--- src/rtl/synth_cfg_pkg.sv ---
// Package: register map, reset values, field layouts and carriers of the synthesizer config group
package synth_cfg_pkg;

   // ==========================================================
   // Register offsets
   localparam logic [7:0] STAMP_INPUT_CONTROL_OFS = 8'h3b;
   localparam logic [7:0] REF_CLOCK_OUTPUT_CONTROL_OFS = 8'h3c;
   localparam logic [7:0] SYNTH_FEEDBACK_DIV_FIRST_SECOND_OFS = 8'h3d;
   localparam logic [7:0] SYNTH_FEEDBACK_DIV_THIRD_OFS = 8'h3e;
   localparam logic [7:0] SYNTH_OSCILLATOR_BIAS_OFS = 8'h3f;
   localparam logic [7:0] LANE_PREEMPHASIS_CONTROL_OFS = 8'h48;

   // ==========================================================
   // Reset values
   localparam logic [7:0] STAMP_INPUT_CONTROL_RST = 8'h00;
   localparam logic [7:0] REF_CLOCK_OUTPUT_CONTROL_RST = 8'h01;
   localparam logic [7:0] SYNTH_FEEDBACK_DIV_FIRST_SECOND_RST = 8'h00;
   localparam logic [7:0] SYNTH_FEEDBACK_DIV_THIRD_RST = 8'h20;
   localparam logic [7:0] SYNTH_OSCILLATOR_BIAS_RST = 8'h4f;
   localparam logic [7:0] LANE_PREEMPHASIS_CONTROL_RST = 8'h00;

   // ==========================================================
   // Field positions
   localparam int STAMP_RECEIVER_ON_BIT = 0;
   localparam int STAMP_LOWV_TERM_SEL_BIT = 1;
   localparam int REF_OUT_ON_BIT = 0;
   localparam int FIRST_DIV_LSB = 0;
   localparam int SECOND_DIV_LSB = 2;
   localparam int THIRD_DIV_LSB = 0;
   localparam int THIRD_DIV_W = 6;
   localparam int OSC_BIAS_LSB = 0;
   localparam int OSC_BIAS_W = 7;
   localparam int PREEMPH_LSB = 0;
   localparam int PREEMPH_W = 4;
   localparam int NUM_LANES = 8;

   // ==========================================================
   // Carriers
   typedef struct packed {
      logic wr;
      logic rd;
      logic [7:0] addr;
      logic [7:0] wdata;
   } reg_req_type;

   typedef struct packed {
      logic valid;
      logic [7:0] rdata;
   } reg_rsp_type;

   // ==========================================================
   // Divider code decode; reserved code 3 behaves like code 0
   function automatic logic [2:0] first_div_ratio(input logic [1:0] code);
      case (code)
         2'h1: first_div_ratio = 3'h4;
         2'h2: first_div_ratio = 3'h3;
         default: first_div_ratio = 3'h5;
      endcase
   endfunction : first_div_ratio

   function automatic logic [2:0] second_div_ratio(input logic [1:0] code);
      case (code)
         2'h1: second_div_ratio = 3'h2;
         2'h2: second_div_ratio = 3'h4;
         default: second_div_ratio = 3'h1;
      endcase
   endfunction : second_div_ratio

endpackage : synth_cfg_pkg

--- src/rtl/synth_feedback_chain.sv ---
// Feedback divider chain of the clock synthesizer, driven by oscillator enable pulses
module synth_feedback_chain (
   // Clock and reset
   input wire logic i_mclk,
   input wire logic i_rst_n,
   // Control
   input wire logic i_hold,
   input wire logic i_osc_tick,
   input wire logic [1:0] i_first_code,
   input wire logic [1:0] i_second_code,
   input wire logic [5:0] i_third_value,
   // Divided pulses
   output logic o_sample_tick,
   output logic o_pfd_tick
);
   logic [2:0] first_cnt_r;
   logic [2:0] second_cnt_r;
   logic [5:0] third_cnt_r;
   logic first_out;
   logic second_out;
   logic [2:0] first_ratio;
   logic [2:0] second_ratio;

   assign first_ratio = synth_cfg_pkg::first_div_ratio(i_first_code);
   assign second_ratio = synth_cfg_pkg::second_div_ratio(i_second_code);
   // First divider output is the only input of the second one
   assign first_out = i_osc_tick && (first_cnt_r >= first_ratio - 3'h1);
   assign second_out = first_out && (second_cnt_r >= second_ratio - 3'h1);

   // ==========================================================
   // First divider
   always_ff @(posedge i_mclk or negedge i_rst_n) begin
      if (!i_rst_n) begin
         first_cnt_r <= 3'h0;
      end else if (i_hold) begin
         first_cnt_r <= 3'h0;
      end else if (i_osc_tick) begin
         first_cnt_r <= first_out ? 3'h0 : first_cnt_r + 3'h1;
      end
   end

   // ==========================================================
   // Second divider, output is the sampling clock
   always_ff @(posedge i_mclk or negedge i_rst_n) begin
      if (!i_rst_n) begin
         second_cnt_r <= 3'h0;
         o_sample_tick <= 1'b0;
      end else if (i_hold) begin
         second_cnt_r <= 3'h0;
         o_sample_tick <= 1'b0;
      end else begin
         o_sample_tick <= second_out;
         if (first_out) begin
            second_cnt_r <= second_out ? 3'h0 : second_cnt_r + 3'h1;
         end
      end
   end

   // ==========================================================
   // Third divider: sampling clock divided by the field value; zero gives no pulses
   always_ff @(posedge i_mclk or negedge i_rst_n) begin
      if (!i_rst_n) begin
         third_cnt_r <= 6'h00;
         o_pfd_tick <= 1'b0;
      end else if (i_hold) begin
         third_cnt_r <= 6'h00;
         o_pfd_tick <= 1'b0;
      end else begin
         o_pfd_tick <= 1'b0;
         if (second_out && i_third_value != 6'h00) begin
            if (third_cnt_r >= i_third_value - 6'h01) begin
               third_cnt_r <= 6'h00;
               o_pfd_tick <= 1'b1;
            end else begin
               third_cnt_r <= third_cnt_r + 6'h01;
            end
         end
      end
   end

endmodule : synth_feedback_chain

--- src/rtl/pll_timestamp_cfg_regs.sv ---
// Configuration registers for timestamp input, reference output, synthesizer and lanes
// ==========================================================
// Overview of operation
// - Bit 1 selects low-voltage termination, no self-bias
// - Bit 0 enables timestamp receiver, resets off
// - Reference output on only when enabled and synth on
// - Reference output enable resets to one
// - Second divider code: 1, 2, 4
// - First divider code: 5, 4, 3
// - First divider feeds second; second gives sample clock
// - Third divider divides sample clock, resets 32
// - One pre-emphasis setting for all eight lanes
module pll_timestamp_cfg_regs (
   // Clock and reset
   input wire logic i_mclk,
   input wire logic i_resetn,
   // Register port from the serial control interface
   input synth_cfg_pkg::reg_req_type i_reg_req,
   output synth_cfg_pkg::reg_rsp_type o_reg_rsp,
   // Synthesizer status from neighbouring logic
   input wire logic i_synth_enable,
   input wire logic i_synth_reset_bit,
   input wire logic i_osc_tick,
   // Timestamp input receiver
   output logic o_stamp_receiver_on,
   output logic o_stamp_input_lowv_term_sel,
   output logic o_stamp_self_bias_on,
   // Reference output and synthesizer
   output logic o_synth_ref_output_on,
   output logic [6:0] o_osc_bias_level,
   output logic o_sample_tick,
   output logic o_pfd_tick,
   // Serializer lanes
   output logic [synth_cfg_pkg::NUM_LANES*synth_cfg_pkg::PREEMPH_W-1:0] o_lane_preemphasis
);
   logic rst_meta_r;
   logic rst_n;
   logic [7:0] stamp_ctrl_r;
   logic [7:0] ref_ctrl_r;
   logic [7:0] div12_r;
   logic [7:0] div3_r;
   logic [7:0] bias_r;
   logic [7:0] preemph_r;
   logic [7:0] rdata_nxt;
   logic wr;
   logic wr_stamp;
   logic wr_ref;
   logic wr_div12;
   logic wr_div3;
   logic wr_bias;
   logic wr_preemph;

   // ==========================================================
   // Reset release through two flip-flops
   always_ff @(posedge i_mclk or negedge i_resetn) begin
      if (!i_resetn) begin
         rst_meta_r <= 1'b0;
         rst_n <= 1'b0;
      end else begin
         rst_meta_r <= 1'b1;
         rst_n <= rst_meta_r;
      end
   end

   assign wr = i_reg_req.wr;
   // One strobe per register; an unmapped address raises none, so the write is dropped
   assign wr_stamp = wr && (i_reg_req.addr == synth_cfg_pkg::STAMP_INPUT_CONTROL_OFS);
   assign wr_ref = wr && (i_reg_req.addr == synth_cfg_pkg::REF_CLOCK_OUTPUT_CONTROL_OFS);
   assign wr_div12 = wr && (i_reg_req.addr == synth_cfg_pkg::SYNTH_FEEDBACK_DIV_FIRST_SECOND_OFS);
   assign wr_div3 = wr && (i_reg_req.addr == synth_cfg_pkg::SYNTH_FEEDBACK_DIV_THIRD_OFS);
   assign wr_bias = wr && (i_reg_req.addr == synth_cfg_pkg::SYNTH_OSCILLATOR_BIAS_OFS);
   assign wr_preemph = wr && (i_reg_req.addr == synth_cfg_pkg::LANE_PREEMPHASIS_CONTROL_OFS);

   // ==========================================================
   // Timestamp input control; all bits stored so reserved bits read back too
   always_ff @(posedge i_mclk or negedge rst_n) begin
      if (!rst_n) begin
         stamp_ctrl_r <= synth_cfg_pkg::STAMP_INPUT_CONTROL_RST;
      end else if (wr_stamp) begin
         stamp_ctrl_r <= i_reg_req.wdata;
      end
   end

   // ==========================================================
   // Reference output control
   always_ff @(posedge i_mclk or negedge rst_n) begin
      if (!rst_n) begin
         ref_ctrl_r <= synth_cfg_pkg::REF_CLOCK_OUTPUT_CONTROL_RST;
      end else if (wr_ref) begin
         ref_ctrl_r <= i_reg_req.wdata;
      end
   end

   // ==========================================================
   // First and second divider codes
   always_ff @(posedge i_mclk or negedge rst_n) begin
      if (!rst_n) begin
         div12_r <= synth_cfg_pkg::SYNTH_FEEDBACK_DIV_FIRST_SECOND_RST;
      end else if (wr_div12) begin
         div12_r <= i_reg_req.wdata;
      end
   end

   // ==========================================================
   // Third divider value
   always_ff @(posedge i_mclk or negedge rst_n) begin
      if (!rst_n) begin
         div3_r <= synth_cfg_pkg::SYNTH_FEEDBACK_DIV_THIRD_RST;
      end else if (wr_div3) begin
         div3_r <= i_reg_req.wdata;
      end
   end

   // ==========================================================
   // Oscillator bias
   always_ff @(posedge i_mclk or negedge rst_n) begin
      if (!rst_n) begin
         bias_r <= synth_cfg_pkg::SYNTH_OSCILLATOR_BIAS_RST;
      end else if (wr_bias) begin
         bias_r <= i_reg_req.wdata;
      end
   end

   // ==========================================================
   // Lane pre-emphasis
   always_ff @(posedge i_mclk or negedge rst_n) begin
      if (!rst_n) begin
         preemph_r <= synth_cfg_pkg::LANE_PREEMPHASIS_CONTROL_RST;
      end else if (wr_preemph) begin
         preemph_r <= i_reg_req.wdata;
      end
   end

   // ==========================================================
   // Read decode; addresses outside this group answer zero
   always_comb begin
      case (i_reg_req.addr)
         synth_cfg_pkg::STAMP_INPUT_CONTROL_OFS: rdata_nxt = stamp_ctrl_r;
         synth_cfg_pkg::REF_CLOCK_OUTPUT_CONTROL_OFS: rdata_nxt = ref_ctrl_r;
         synth_cfg_pkg::SYNTH_FEEDBACK_DIV_FIRST_SECOND_OFS: rdata_nxt = div12_r;
         synth_cfg_pkg::SYNTH_FEEDBACK_DIV_THIRD_OFS: rdata_nxt = div3_r;
         synth_cfg_pkg::SYNTH_OSCILLATOR_BIAS_OFS: rdata_nxt = bias_r;
         synth_cfg_pkg::LANE_PREEMPHASIS_CONTROL_OFS: rdata_nxt = preemph_r;
         default: rdata_nxt = 8'h00;
      endcase
   end

   always_ff @(posedge i_mclk or negedge rst_n) begin
      if (!rst_n) begin
         o_reg_rsp <= '0;
      end else begin
         o_reg_rsp.valid <= i_reg_req.rd;
         o_reg_rsp.rdata <= i_reg_req.rd ? rdata_nxt : 8'h00;
      end
   end

   // ==========================================================
   // Timestamp receiver controls
   always_ff @(posedge i_mclk or negedge rst_n) begin
      if (!rst_n) begin
         o_stamp_receiver_on <= 1'b0;
         o_stamp_input_lowv_term_sel <= 1'b0;
         o_stamp_self_bias_on <= 1'b1;
      end else begin
         o_stamp_receiver_on <= stamp_ctrl_r[synth_cfg_pkg::STAMP_RECEIVER_ON_BIT];
         o_stamp_input_lowv_term_sel <=
            stamp_ctrl_r[synth_cfg_pkg::STAMP_LOWV_TERM_SEL_BIT];
         // Grounded termination and common-mode self-bias would fight each other
         o_stamp_self_bias_on <=
            !stamp_ctrl_r[synth_cfg_pkg::STAMP_LOWV_TERM_SEL_BIT];
      end
   end

   // ==========================================================
   // Reference output, bias and lane pre-emphasis
   always_ff @(posedge i_mclk or negedge rst_n) begin
      if (!rst_n) begin
         o_synth_ref_output_on <= 1'b0;
      end else begin
         // Comes up by itself because the control clock may be derived from it
         o_synth_ref_output_on <= ref_ctrl_r[synth_cfg_pkg::REF_OUT_ON_BIT]
            && i_synth_enable;
      end
   end

   // Bias level passes through untouched; software chooses the value to load
   always_ff @(posedge i_mclk or negedge rst_n) begin
      if (!rst_n) begin
         o_osc_bias_level <= synth_cfg_pkg::SYNTH_OSCILLATOR_BIAS_RST[6:0];
      end else begin
         o_osc_bias_level <= bias_r[synth_cfg_pkg::OSC_BIAS_LSB +: synth_cfg_pkg::OSC_BIAS_W];
      end
   end

   // One setting fanned out to every lane, so lanes can never disagree
   always_ff @(posedge i_mclk or negedge rst_n) begin
      if (!rst_n) begin
         o_lane_preemphasis <= '0;
      end else begin
         o_lane_preemphasis <= {synth_cfg_pkg::NUM_LANES{
            preemph_r[synth_cfg_pkg::PREEMPH_LSB +: synth_cfg_pkg::PREEMPH_W]}};
      end
   end

   // ==========================================================
   // Feedback chain; relies on software holding it in reset while codes change
   synth_feedback_chain u_chain (
      .i_mclk(i_mclk),
      .i_rst_n(rst_n),
      .i_hold(i_synth_reset_bit || !i_synth_enable),
      .i_osc_tick(i_osc_tick),
      .i_first_code(div12_r[synth_cfg_pkg::FIRST_DIV_LSB +: 2]),
      .i_second_code(div12_r[synth_cfg_pkg::SECOND_DIV_LSB +: 2]),
      .i_third_value(
         div3_r[synth_cfg_pkg::THIRD_DIV_LSB +: synth_cfg_pkg::THIRD_DIV_W]),
      .o_sample_tick(o_sample_tick),
      .o_pfd_tick(o_pfd_tick)
   );

endmodule : pll_timestamp_cfg_regs

--- config.mk ---
export PLATFORM = sky130hd
export DESIGN_NAME = pll_timestamp_cfg_regs
export DESIGN_NICKNAME = d
export VERILOG_FILES = /design/src/rtl/synth_cfg_pkg.sv /design/src/rtl/synth_feedback_chain.sv /design/src/rtl/pll_timestamp_cfg_regs.sv
export SDC_FILE = /design/constraint.sdc
export NUM_CORES = 1
export LEC_CHECK = 0
export BUFFER_PORTS_ARGS = -buffer_cell sky130_fd_sc_hd__buf_2
export CAP_MARGIN = 0
export CORE_MARGIN = 3
export CORE_UTILIZATION = 55
export CTS_BUF_LIST = sky130_fd_sc_hd__clkbuf_4
export DETAILED_ROUTE_END_ITERATION = 10
export GPL_TIMING_DRIVEN = 0
export PLACE_DENSITY = 0.8
export SLEW_MARGIN = 15
export SYNTH_ARGS = -nofsm -noshare
export SYNTH_HDL_FRONTEND = slang
export SYNTH_SLANG_ARGS = --single-unit
export TNS_END_PERCENT = 50
--- constraint.sdc ---
create_clock -name i_mclk -period 3.4 [get_ports i_mclk]
set_clock_uncertainty 0.05 [all_clocks]
set_input_delay 0.51 -clock i_mclk [delete_from_list [all_inputs] [get_ports i_mclk]]
set_output_delay 0.51 -clock i_mclk [all_outputs]
set_load 0.005 [all_outputs]
# ---- Yosys cells after proc, flatten, opt, wreduce, memory -nomap -nowiden
# Cells that the tools add are included.
# Widths: inputs -> output; s select.
dict set report word_totals {
  ff_bits 116
  inputBits 23
  output_inout_bits 54
  elab_cells 74
}
dict set report op_classes {
  n_addsub 6
  order_cmp 3
  n_eq_ne 10
  mux 17
  n_reduce_logical 17
}
# cell count
set op_table {}
lappend op_table {{$pmux 8 s6} 1}
lappend op_table {{$eq 8x6->1 const B} 5}
lappend op_table {{$mux 3} 6}
lappend op_table {{$mux 6} 3}
lappend op_table {{$pmux 3 s2} 2}
lappend op_table {{$logic_and 1x1->1} 10}
lappend op_table {{$eq 8x7->1 const B} 1}
lappend op_table {{$mux 8} 1}
lappend op_table {{$add 3x1->3 const B} 2}
lappend op_table {{$add 6x1->6 const B} 1}
lappend op_table {{$ge 3x3->1} 2}
lappend op_table {{$ge 6x6->1} 1}
lappend op_table {{$reduce_bool 2->1} 3}
lappend op_table {{$reduce_bool 6->1} 1}
lappend op_table {{$sub 3x1->3 const B} 2}
lappend op_table {{$sub 6x1->6 const B} 1}
lappend op_table {{$eq 2x1->1 const B} 2}
lappend op_table {{$eq 2x2->1 const B} 2}
lappend op_table {{$mux 1} 4}
lappend op_table {{$logic_not 1->1} 2}
lappend op_table {{$logic_or 1x1->1} 1}

# ---- Longest topological paths before layout
# Gate-level depths: netlist of run 1.
dict set report logic_depth {
  depth_word 9
  ltp_mapped 10
}

# ---- Modules after synthesis
# A second synthesis of run 1 with hierarchy kept.
dict set report unflattened {
  hier_cells 338
  hier_area_um2 4374.2
}
# module instances cells_each area_each_um2 seq_area_each_um2
set modules_own_cells {}
lappend modules_own_cells {pll_timestamp_cfg_regs 1 210 3225.6 1868.0}
lappend modules_own_cells {synth_feedback_chain 1 128 1148.6 350.3}

# ---- Worst setup path before layout of run 1
# Ideal clock, no wire load.
dict set report synth_timing {
  path_type {reg-to-reg}
  startpoint {register div3_r[0]}
  endpoint {register u_chain.third_cnt_r[4]}
  t_arrival_ps 2237
  slack_ps 1026
  stages_incl_launch_ff 11
  path_buffers 0
  cell_sequence {dfrtp_1 > inv_1 > ha_1 > nand2_1 > xor2_1 > ha_1 > o21a_1 > a211oi_1 > o21ai_1 > or4_1 > o211ai_1}
}
dict set report synth_via {
  elab_chain_len 5
  word_cells_on_any_way 8
  cone_classes {1 x add/sub; 1 x order compare; 3 x mux; 3 x reduce/logical}
}
# item line_no
set synth_rtl {}
lappend synth_rtl {{start, declared} pll_timestamp_cfg_regs.sv:41} ;# logic [7:0] div3_r;
lappend synth_rtl {{start signal, assigned} pll_timestamp_cfg_regs.sv:108} ;# div3_r <= synth_cfg_pkg::SYNTH_FEEDBACK_DIV_THIRD_RST;
lappend synth_rtl {{start signal, assigned} pll_timestamp_cfg_regs.sv:110} ;# div3_r <= i_reg_req.wdata;
lappend synth_rtl {{$sub 6x1->6} synth_feedback_chain.sv:71} ;# if (third_cnt_r >= i_third_value - 6'h01) begin
lappend synth_rtl {{$ge 6x6->1} synth_feedback_chain.sv:71}
lappend synth_rtl {{$mux 6} synth_feedback_chain.sv:71}
lappend synth_rtl {{$mux 6} synth_feedback_chain.sv:70} ;# if (second_out && i_third_value != 6'h00) begin
lappend synth_rtl {{$mux 6} synth_feedback_chain.sv:65} ;# end else if (i_hold) begin
lappend synth_rtl {{end signal, assigned} synth_feedback_chain.sv:75} ;# third_cnt_r <= third_cnt_r + 6'h01;
lappend synth_rtl {{end, declared} synth_feedback_chain.sv:18} ;# logic [5:0] third_cnt_r;
# Several ways; a longest one is shown, not always the timed one. The select of a mux whose other input is x is not followed.
# A chain may end at the register's enable or synchronous reset.

# ---- Worst setup path after layout of run 1
# Same ends and word-level chain as after synthesis.

==> flow_summary_export.csv, run 1 <==
group,metric,value,unit
worst_setup_path,setup.worst_path.class,"reg2reg",
global_route,grt_max_degree,46,
yosys,synth_area_per_cell,12.3,sq um
sta,setup_tns,0,ps
cts,postCtsHoldBufs,1,
yosys,synth.area.top_cells,"dfrtp_1 (43%), mux2_2 (13%), dfstp_2 (7.8%)",
placement,io_buffer_count,73,
sta,maxSlewHeadroom,58.1,%
power,leakage,2.62,nW
cts,clk_pin_slew,140,ps
die,num_rows,31,
yosys,async_reset_ff_share,100,%
worst_setup_path,setup.worst_path.end_class,"flip-flop",
global_route,antenna_found_initial,0,
min_path,holdPathStages,1,
routing,drt_wl_total,8730,um
routing,ant_nets,0,
cts,ctsResizeCount,0,
worst_setup_path,critical_path.max_fanout,7,
placement,place.gp.congestion,0.832,
cts,post_cts_buffers,0,
yosys,ys_types,51,
layout,drive_above_1_share,44.9,%
sta,timing.final.crit_share,77.7,%
power,pwr-share-comb,11.9,%
layout,fillers,584,
layout,nets,483,
power,pwr-share-clk,27.3,%
yosys,yosysTopAreaCellShare,43.1,%
routing,via_per_inst,5.58,
routing,first_pass_iters,4,
layout,utilization,66.7,%
power,net-switching-power,0.509,mW
power,p_seq_share,60.8,%
yosys,synth_flop_cell,"dfrtp_1",
power,swShare,27.4,%
die,die_h,95,um
yosys,synth-seq-area-share,50.9,%
worst_setup_path,r2r_cells,10,
die,io_pins,77,
global_route,grt_pass1_vias,2936,
routing,vias,3038,
run,maxCapViolations,0,
die,initial_core_util,58.2,%
cts,clock_latency,440,ps
sta,hold_viol,0,
yosys,synth_nets,397,
power,cellPowerDensity,372,nW/um^2
routing,drc,0,
sta,tightest_slew,627,ps
worst_setup_path,r2r_slack,760,ps
min_path,hold_class,"in2reg",
global_route,track_usage,20.7,%
die,fp.dieArea,9030,sq um
min_path,min-delay-start,"i_reg_req[16]",
routing,drt_iter0_drc,143,
layout,n_antenna_cell,0,
yosys,synth_area_leader_cell,"dfrtp_1",
cts,cts_buffers,9,
cts,cts_buffer_depth,2,
die,dieWidth,95,um
worst_setup_path,worstPathArrival,2960,ps
placement,dp_hpwl,6490,um
cts,numClockSinks,88,
yosys,synth_area,4360,sq um
min_path,min_to,"o_reg_rsp[8]",
worst_setup_path,timing.rr.end,"u_chain.third_cnt_r[4]",
power,p_int,1.35,mW
global_route,grt_pass1_wl,14100,um
cts,htreeDepth,3,
cts,root_buffer,"clkbuf_4",
worst_setup_path,worstReg2RegStart,"div3_r[0]",
yosys,synth_edf_count,0,
sta,clock.fmax,378,MHz
layout,syn2layout_area_growth,14.6,%
sta,setup_viol,0,
die,core-area,7490,sq um
sta,min_period,2640,ps
power,max-vdd-ir-drop,246,uV
sta,rsz0062_at_grt,"false",
yosys,synth-seq-cells,88,
yosys,yosysWarnings,0,
worst_setup_path,cp-start-kind,"flip-flop",
routing,wl_per_cell,16.1,um
sta,drv_slew,0,
cts,cts_tree,"yes",
global_route,overflow,0,
status,status,"completed",
yosys,syn_inst,354,
worst_setup_path,required,3710,ps
==> power by group through the flow <==
stage | Sequential, mW | Clock (mW) | Combinational [mW]
floorplan | 1.15 | 0 | 0.137
global placement | 1.16 | 0 | 0.200
detailed placement | 1.15 | 0 | 0.223
CTS | 1.13 | 0.523 | 0.224
global route | 1.14 | 0.566 | 0.247
finish | 1.13 | 0.508 | 0.221
==> final cells by class <==
class                   instances  area (sq um)  share of cell area [%]
clock buffers                   9          67.6                    1.35
clock inverters                 7          47.5                   0.952
repair buffers                 75           395                    7.92
multi-input cells             215          1820                    36.4
plain buffers                  37           265                    5.31
inverters                      14          52.6                    1.05
well taps                      99           124                    2.48
flip-flops and latches         88          2220                    44.5
==> metrics by stage <==
stage | area, sq um | instances | total power, mW | hold WS, ps | worst slack (ps)
2_1_floorplan | 4360 | 354 | 1.28 | 164 | 740
3_3_place_gp | 4850 | 526 | 1.36 | 245 | -119
3_5_place_dp | 4870 | 527 | 1.37 | 247 | 767
4_1_cts | 4990 | 544 | 1.88 | 219 | 743
5_1_grt | 4990 | 544 | 1.95 | 208 | 585
6_report | 4990 | 544 | 1.86 | 232 | 757
==> placed cells by master (no fill, tap or decap), types with 3 or more instances in the layout <==
| cell type | n |
|---|---|
| a21oi_1 | 11 |
| a222oi_1 | 3 |
| a22o_1 | 9 |
| a22oi_1 | 5 |
| and2_1 | 3 |
| and3_1 | 5 |
| buf_2 | 75 |
| buf_4 | 31 |
| clkbuf_1 | 3 |
| clkbuf_4 | 9 |
| clkinvlp_4 | 4 |
| dfrtp_1 | 74 |
| dfstp_2 | 13 |
| ha_1 | 20 |
| inv_1 | 14 |
| mux2_2 | 52 |
| mux2i_1 | 6 |
| nand2_1 | 19 |
| nand3_1 | 5 |
| nand3_4 | 3 |
| nor2_1 | 9 |
| nor2b_1 | 10 |
| nor3_1 | 7 |
| o21a_1 | 5 |
| o21ai_0 | 9 |
==> registers in the layout (all words and copies together) (netlist names) <==
signal,count
o_synth_ref_output_on,1
preemph_r,8
o_lane_preemphasis,4
u_chain.o_pfd_tick,1
rst_meta_r,1
o_stamp_receiver_on,1
o_stamp_input_lowv_term_sel,1
rst_n,1
stamp_ctrl_r,8
o_osc_bias_level,7
o_reg_rsp,9
div3_r,8
u_chain.third_cnt_r,6
ref_ctrl_r,8
u_chain.second_cnt_r,3
u_chain.o_sample_tick,1
u_chain.first_cnt_r,3
o_stamp_self_bias_on,1
bias_r,8
div12_r,8
==> worst max-delay path: stages (launching register included) <==
cell      delay, ps
dfrtp_1         410
inv_1           160
ha_1            210
nand2_1          70
xor2_1          140
ha_1            300
o21a_1          200
a211oi_1        230
o21ai_1         200
or4_1           510
o211ai_1        100
==> worst max path at each step <==
stage                             endpoint  slack [ps]  cells after the start  startpoint
6_report            u_chain.third_cnt_r[4]         760                     10   div3_r[0]
5_1_grt             u_chain.third_cnt_r[4]         590                     10   div3_r[0]
4_1_cts             u_chain.third_cnt_r[4]         740                     10   div3_r[0]
3_5_place_dp        u_chain.third_cnt_r[4]         770                     10   div3_r[0]
3_3_place_gp   o_stamp_input_lowv_term_sel        -120                      0       rst_n
2_1_floorplan                    bias_r[4]         740                      0       rst_n
==> cell usage after synthesis (2+ instances only) <==
master,instances
a22oi_1,5
mux2_2,52
nand3_4,3
o22ai_1,2
xor2_1,2
nor3_1,7
nand2_1,19
xnor2_1,2
and2_1,3
nand4_1,2
o21ai_0,9
buf_2,2
o21ai_1,2
nand2b_1,2
nand3b_1,2
dfrtp_1,75
nor2_1,9
inv_1,14
dfstp_2,13
nor2b_1,10
ha_1,20
clkbuf_1,3
nand3_1,5
mux2i_1,6
buf_4,31
a22o_1,9
a222oi_1,3
o21a_1,5
a21oi_1,11
and3_1,5
==> logic make-up after synthesis <==
logic type | synth area share (%)
adders and majority gates | 5.74
AOI/OAI and AO/OA | 9.13
other | 0.0861
muxes | 15.3
xor gates and xnor gates | 0.804
and+or+nand+nor | 10.7
buffers and inverters | 7.29
DFF | 50.9
==> routing by layer <==
metal  vias up  global-route usage [%]  wire length (um)
met5         -                       0                 0
met4         0                    7.81               164
met2        99                    34.6              4210
li1       1423                       -                 -
met3        14                    4.22               558
met1      1502                    26.6              3800
(Power assumes the default switching activity.)
==> inputs of run 2 (changes only) <==
Settings changed: ABC_AREA from default to 1, PLACE_DENSITY 0.8 to 0.79.
Clock period 3.4 ns to 2.65 ns, I/O delays scaled along.
==> run 2 against run 1 <==
Compared with the run above:
- core utilization is 1.7 points lower
- wire length up 13%
- hold slack worse by 100 ps
- flip-flop and latch count unchanged
- clock power grew 26%
- largest cell class unchanged
==> flow_summary_export.csv, run 2 <==
group,metric,value,unit
yosys,synth_area,4730,sq um
sta,drv_slew,0,
worst_setup_path,worstPathArrival,2700,ps
global_route,track_usage,21.5,%
power,cellPowerDensity,455,nW/um^2
routing,ant_nets,0,
worst_setup_path,crit_start,"div3_r[2]",
yosys,synth_area_per_cell,9.11,sq um
worst_setup_path,r2r_slack,280,ps
worst_setup_path,worstReg2RegStart,"div3_r[2]",
worst_setup_path,cp-start-kind,"flip-flop",
layout,n_antenna_cell,0,
cts,numClockSinks,88,
global_route,grt_pass1_vias,3469,
sta,setup_viol,0,
routing,drc,0,
yosys,yosysMostFrequentCell,"nand2_1",
yosys,async_reset_ff_share,100,%
cts,post_cts_buffers,0,
routing,met1Wirelength,4360,um
worst_setup_path,crit_buf_inv,2,
routing,wl_met2,4660,um
run,maxCapViolations,0,
cts,htreeDepth,3,
routing,wl_per_cell,13.7,um
die,io_pins,77,
routing,drt_iter0_drc,295,
routing,drt_wl_total,9880,um
yosys,synth_edf_count,0,
yosys,ys_types,28,
cts,cts_tree,"yes",
sta,timing.final.crit_share,89.4,%
sta,tightest_slew,532,ps
layout,mostFrequentLayoutCells,"nand2_1 (120), buf_2 (78), dfrtp_1 (74)",
layout,multi_input_area,1940,sq um
power,leakage,3.06,nW
routing,routed.top_layer,"met4",
die,num_rows,33,
cts,cts_buffer_depth,2,
routing,vias,3667,
placement,io_buffer_count,76,
worst_setup_path,setup.worst_path.class,"reg2reg",
worst_setup_path,critPathSlowestCell,"dfrtp_1",
die,fp.dieArea,9740,sq um
min_path,hold_class,"in2reg",
worst_setup_path,setup.worst_path.end_class,"flip-flop",
cts,clk_pin_slew,130,ps
layout,mostFrequentLayoutCell,"nand2_1",
routing,via_per_inst,5.10,
worst_setup_path,worstSetupEndpoint,"u_chain.third_cnt_r[3]",
worst_setup_path,max_stage_delay,480,ps
yosys,synth.area.top_cells,"dfrtp_1 (40%), nand2_1 (9.5%), dfstp_2 (7.2%)",
cts,clock_latency,430,ps
placement,place.gp.congestion,0.903,
die,die_h,98.7,um
cts,root_buffer,"clkbuf_4",
die,dieWidth,98.7,um
placement,preCtsSetupSlack,316,ps
yosys,synth-seq-cells,88,
die,initial_core_util,57.0,%
worst_setup_path,timing.rr.end,"u_chain.third_cnt_r[3]",
worst_setup_path,critPathTopFamily,"simple AND/OR/NAND/NOR gates",
yosys,synth-seq-area-share,46.9,%
layout,largest_register_ffs,9,
layout,drive_above_1_share,29.3,%
power,max-vdd-ir-drop,284,uV
layout,nets,652,
layout,regMostFlops,"o_reg_rsp",
placement,dp_hpwl,7570,um
yosys,yosysWarnings,0,
routing,dr_wl_met3,722,um
sta,clock.fmax,422,MHz
sta,maxSlewHeadroom,64.6,%
global_route,grt_pass1_wl,16600,um
yosys,yosysTopAreaCellShare,39.7,%
worst_setup_path,r2r_cells,12,
global_route,overflow,0,
yosys,synth_flop_cell,"dfrtp_1",
layout,seqCellArea,2220,sq um
yosys,syn_inst,519,
worst_setup_path,path_cells,"nor3_1 -> nand2_1 -> xor2_1 -> inv_1 -> ha_1 -> nand2_1 -> inv_1 -> a21oi_1 -> nand3_1 -> nor2_1 -> nand2_1 -> nand2_1",
global_route,grt_max_degree,48,
worst_setup_path,required,2980,ps
routing,first_pass_iters,7,
sta,min_period,2370,ps
global_route,antenna_found_initial,0,
sta,rsz0062_at_grt,"false",
die,core-area,8300,sq um
yosys,synth_area_leader_cell,"dfrtp_1",
sta,hold_viol,0,
worst_setup_path,critical_path.max_fanout,6,
layout,syn2layout_area_growth,14.2,%
worst_setup_path,crit_path_frequent_cell,"nand2_1",
yosys,synth_nets,562,
status,status,"completed",
layout,fillers,717,
yosys,yosys-top-cells-count,"nand2_1 (120), dfrtp_1 (75), nand3_1 (65)",
sta,setup_tns,0,ps
sta,fin_ws,282,ps
cts,cts_buffers,9,
worst_setup_path,crit_cells,12,
==> run 2: changes by cell type after synthesis, sizes merged, moves of 6 or more <==
cell,change
nor2,+25
inv,+47
mux2i,-6
mux2,-52
nand3,+59
a22o,-9
nor2b,-10
o21a,+17
nand2,+113
o21ai,+15
==> run 2: repair_timing <==
action,4_1_cts,5_1_grt
hold endpoints to repair,2,1
hold buffers,1,1
gates resized for setup,0,0
==> run 2: layout make-up <==
class | instances | share of cell area [%]
well taps | 105 | 2.43
inverters | 62 | 4.57
multi-input cells | 330 | 35.9
clock inverters | 5 | 0.464
plain buffers | 39 | 6.03
clock buffers | 11 | 1.53
flip-flops and latches | 88 | 41.2
repair buffers | 79 | 7.93
==> run 2: worst min-delay path: cells and delay by family <==
family	cells	cell delay, ps
buffers and inverters	2	140
AND/OR/NAND/NOR	1	40
==> run 2: power by group <==
part	switching, mW	leakage (nW)	total (mW)	internal, mW
sequential	0.0643	1.12	1.49	1.43
combinational	0.179	1.88	0.321	0.143
clock	0.436	0.0617	0.642	0.206
==> run 2: how the worst min path moves through the flow <==
| stage | startpoint | endpoint | slack (ps) | depth (start not counted) |
|---|---|---|---|---|
| finish | i_synth_enable | o_synth_ref_output_on | 130 | 3 |
| global route | i_reg_req[5] | div3_r[5] | 110 | 3 |
| CTS | i_reg_req[16] | o_reg_rsp[8] | 10 | 1 |
| detailed placement | i_resetn | rst_meta_r | 130 | 1 |
| global placement | i_resetn | rst_meta_r | 130 | 1 |
| floorplan | i_resetn | rst_meta_r | 50 | 0 |
==> run 2: metrics by stage <==
stage               hold slack (ps)  area [sq um]  power, mW  utilization, %  instances
floorplan                      51.9          4730       1.71               -        519
global placement                133          5240       1.82            63.1        700
detailed placement              134          5270       1.84            63.5        701
CTS                            12.2          5390       2.47            64.9        718
global route                    107          5400       2.59            65.0        719
finish                          133          5400       2.46            65.0        719
==> run 2: cells by family after synthesis <==
kind of cell    count (synthesis)  synth area share, %
simple gates                  240                 25.9
buf+inv                       101                 12.1
flops                          88                 46.9
compound gates                 60                 8.07
fa+ha+maj                      20                 5.29
xor+xnor                        9                 1.67
other cells                     1               0.0793
==> run 2: routing by layer <==
metal / vias up / track usage (%)
li1: 1821 / -
met1: 1706 / 29.8
met2: 130 / 33.5
met3: 10 / 5.94
met4: 0 / 6.09
met5: - / 0
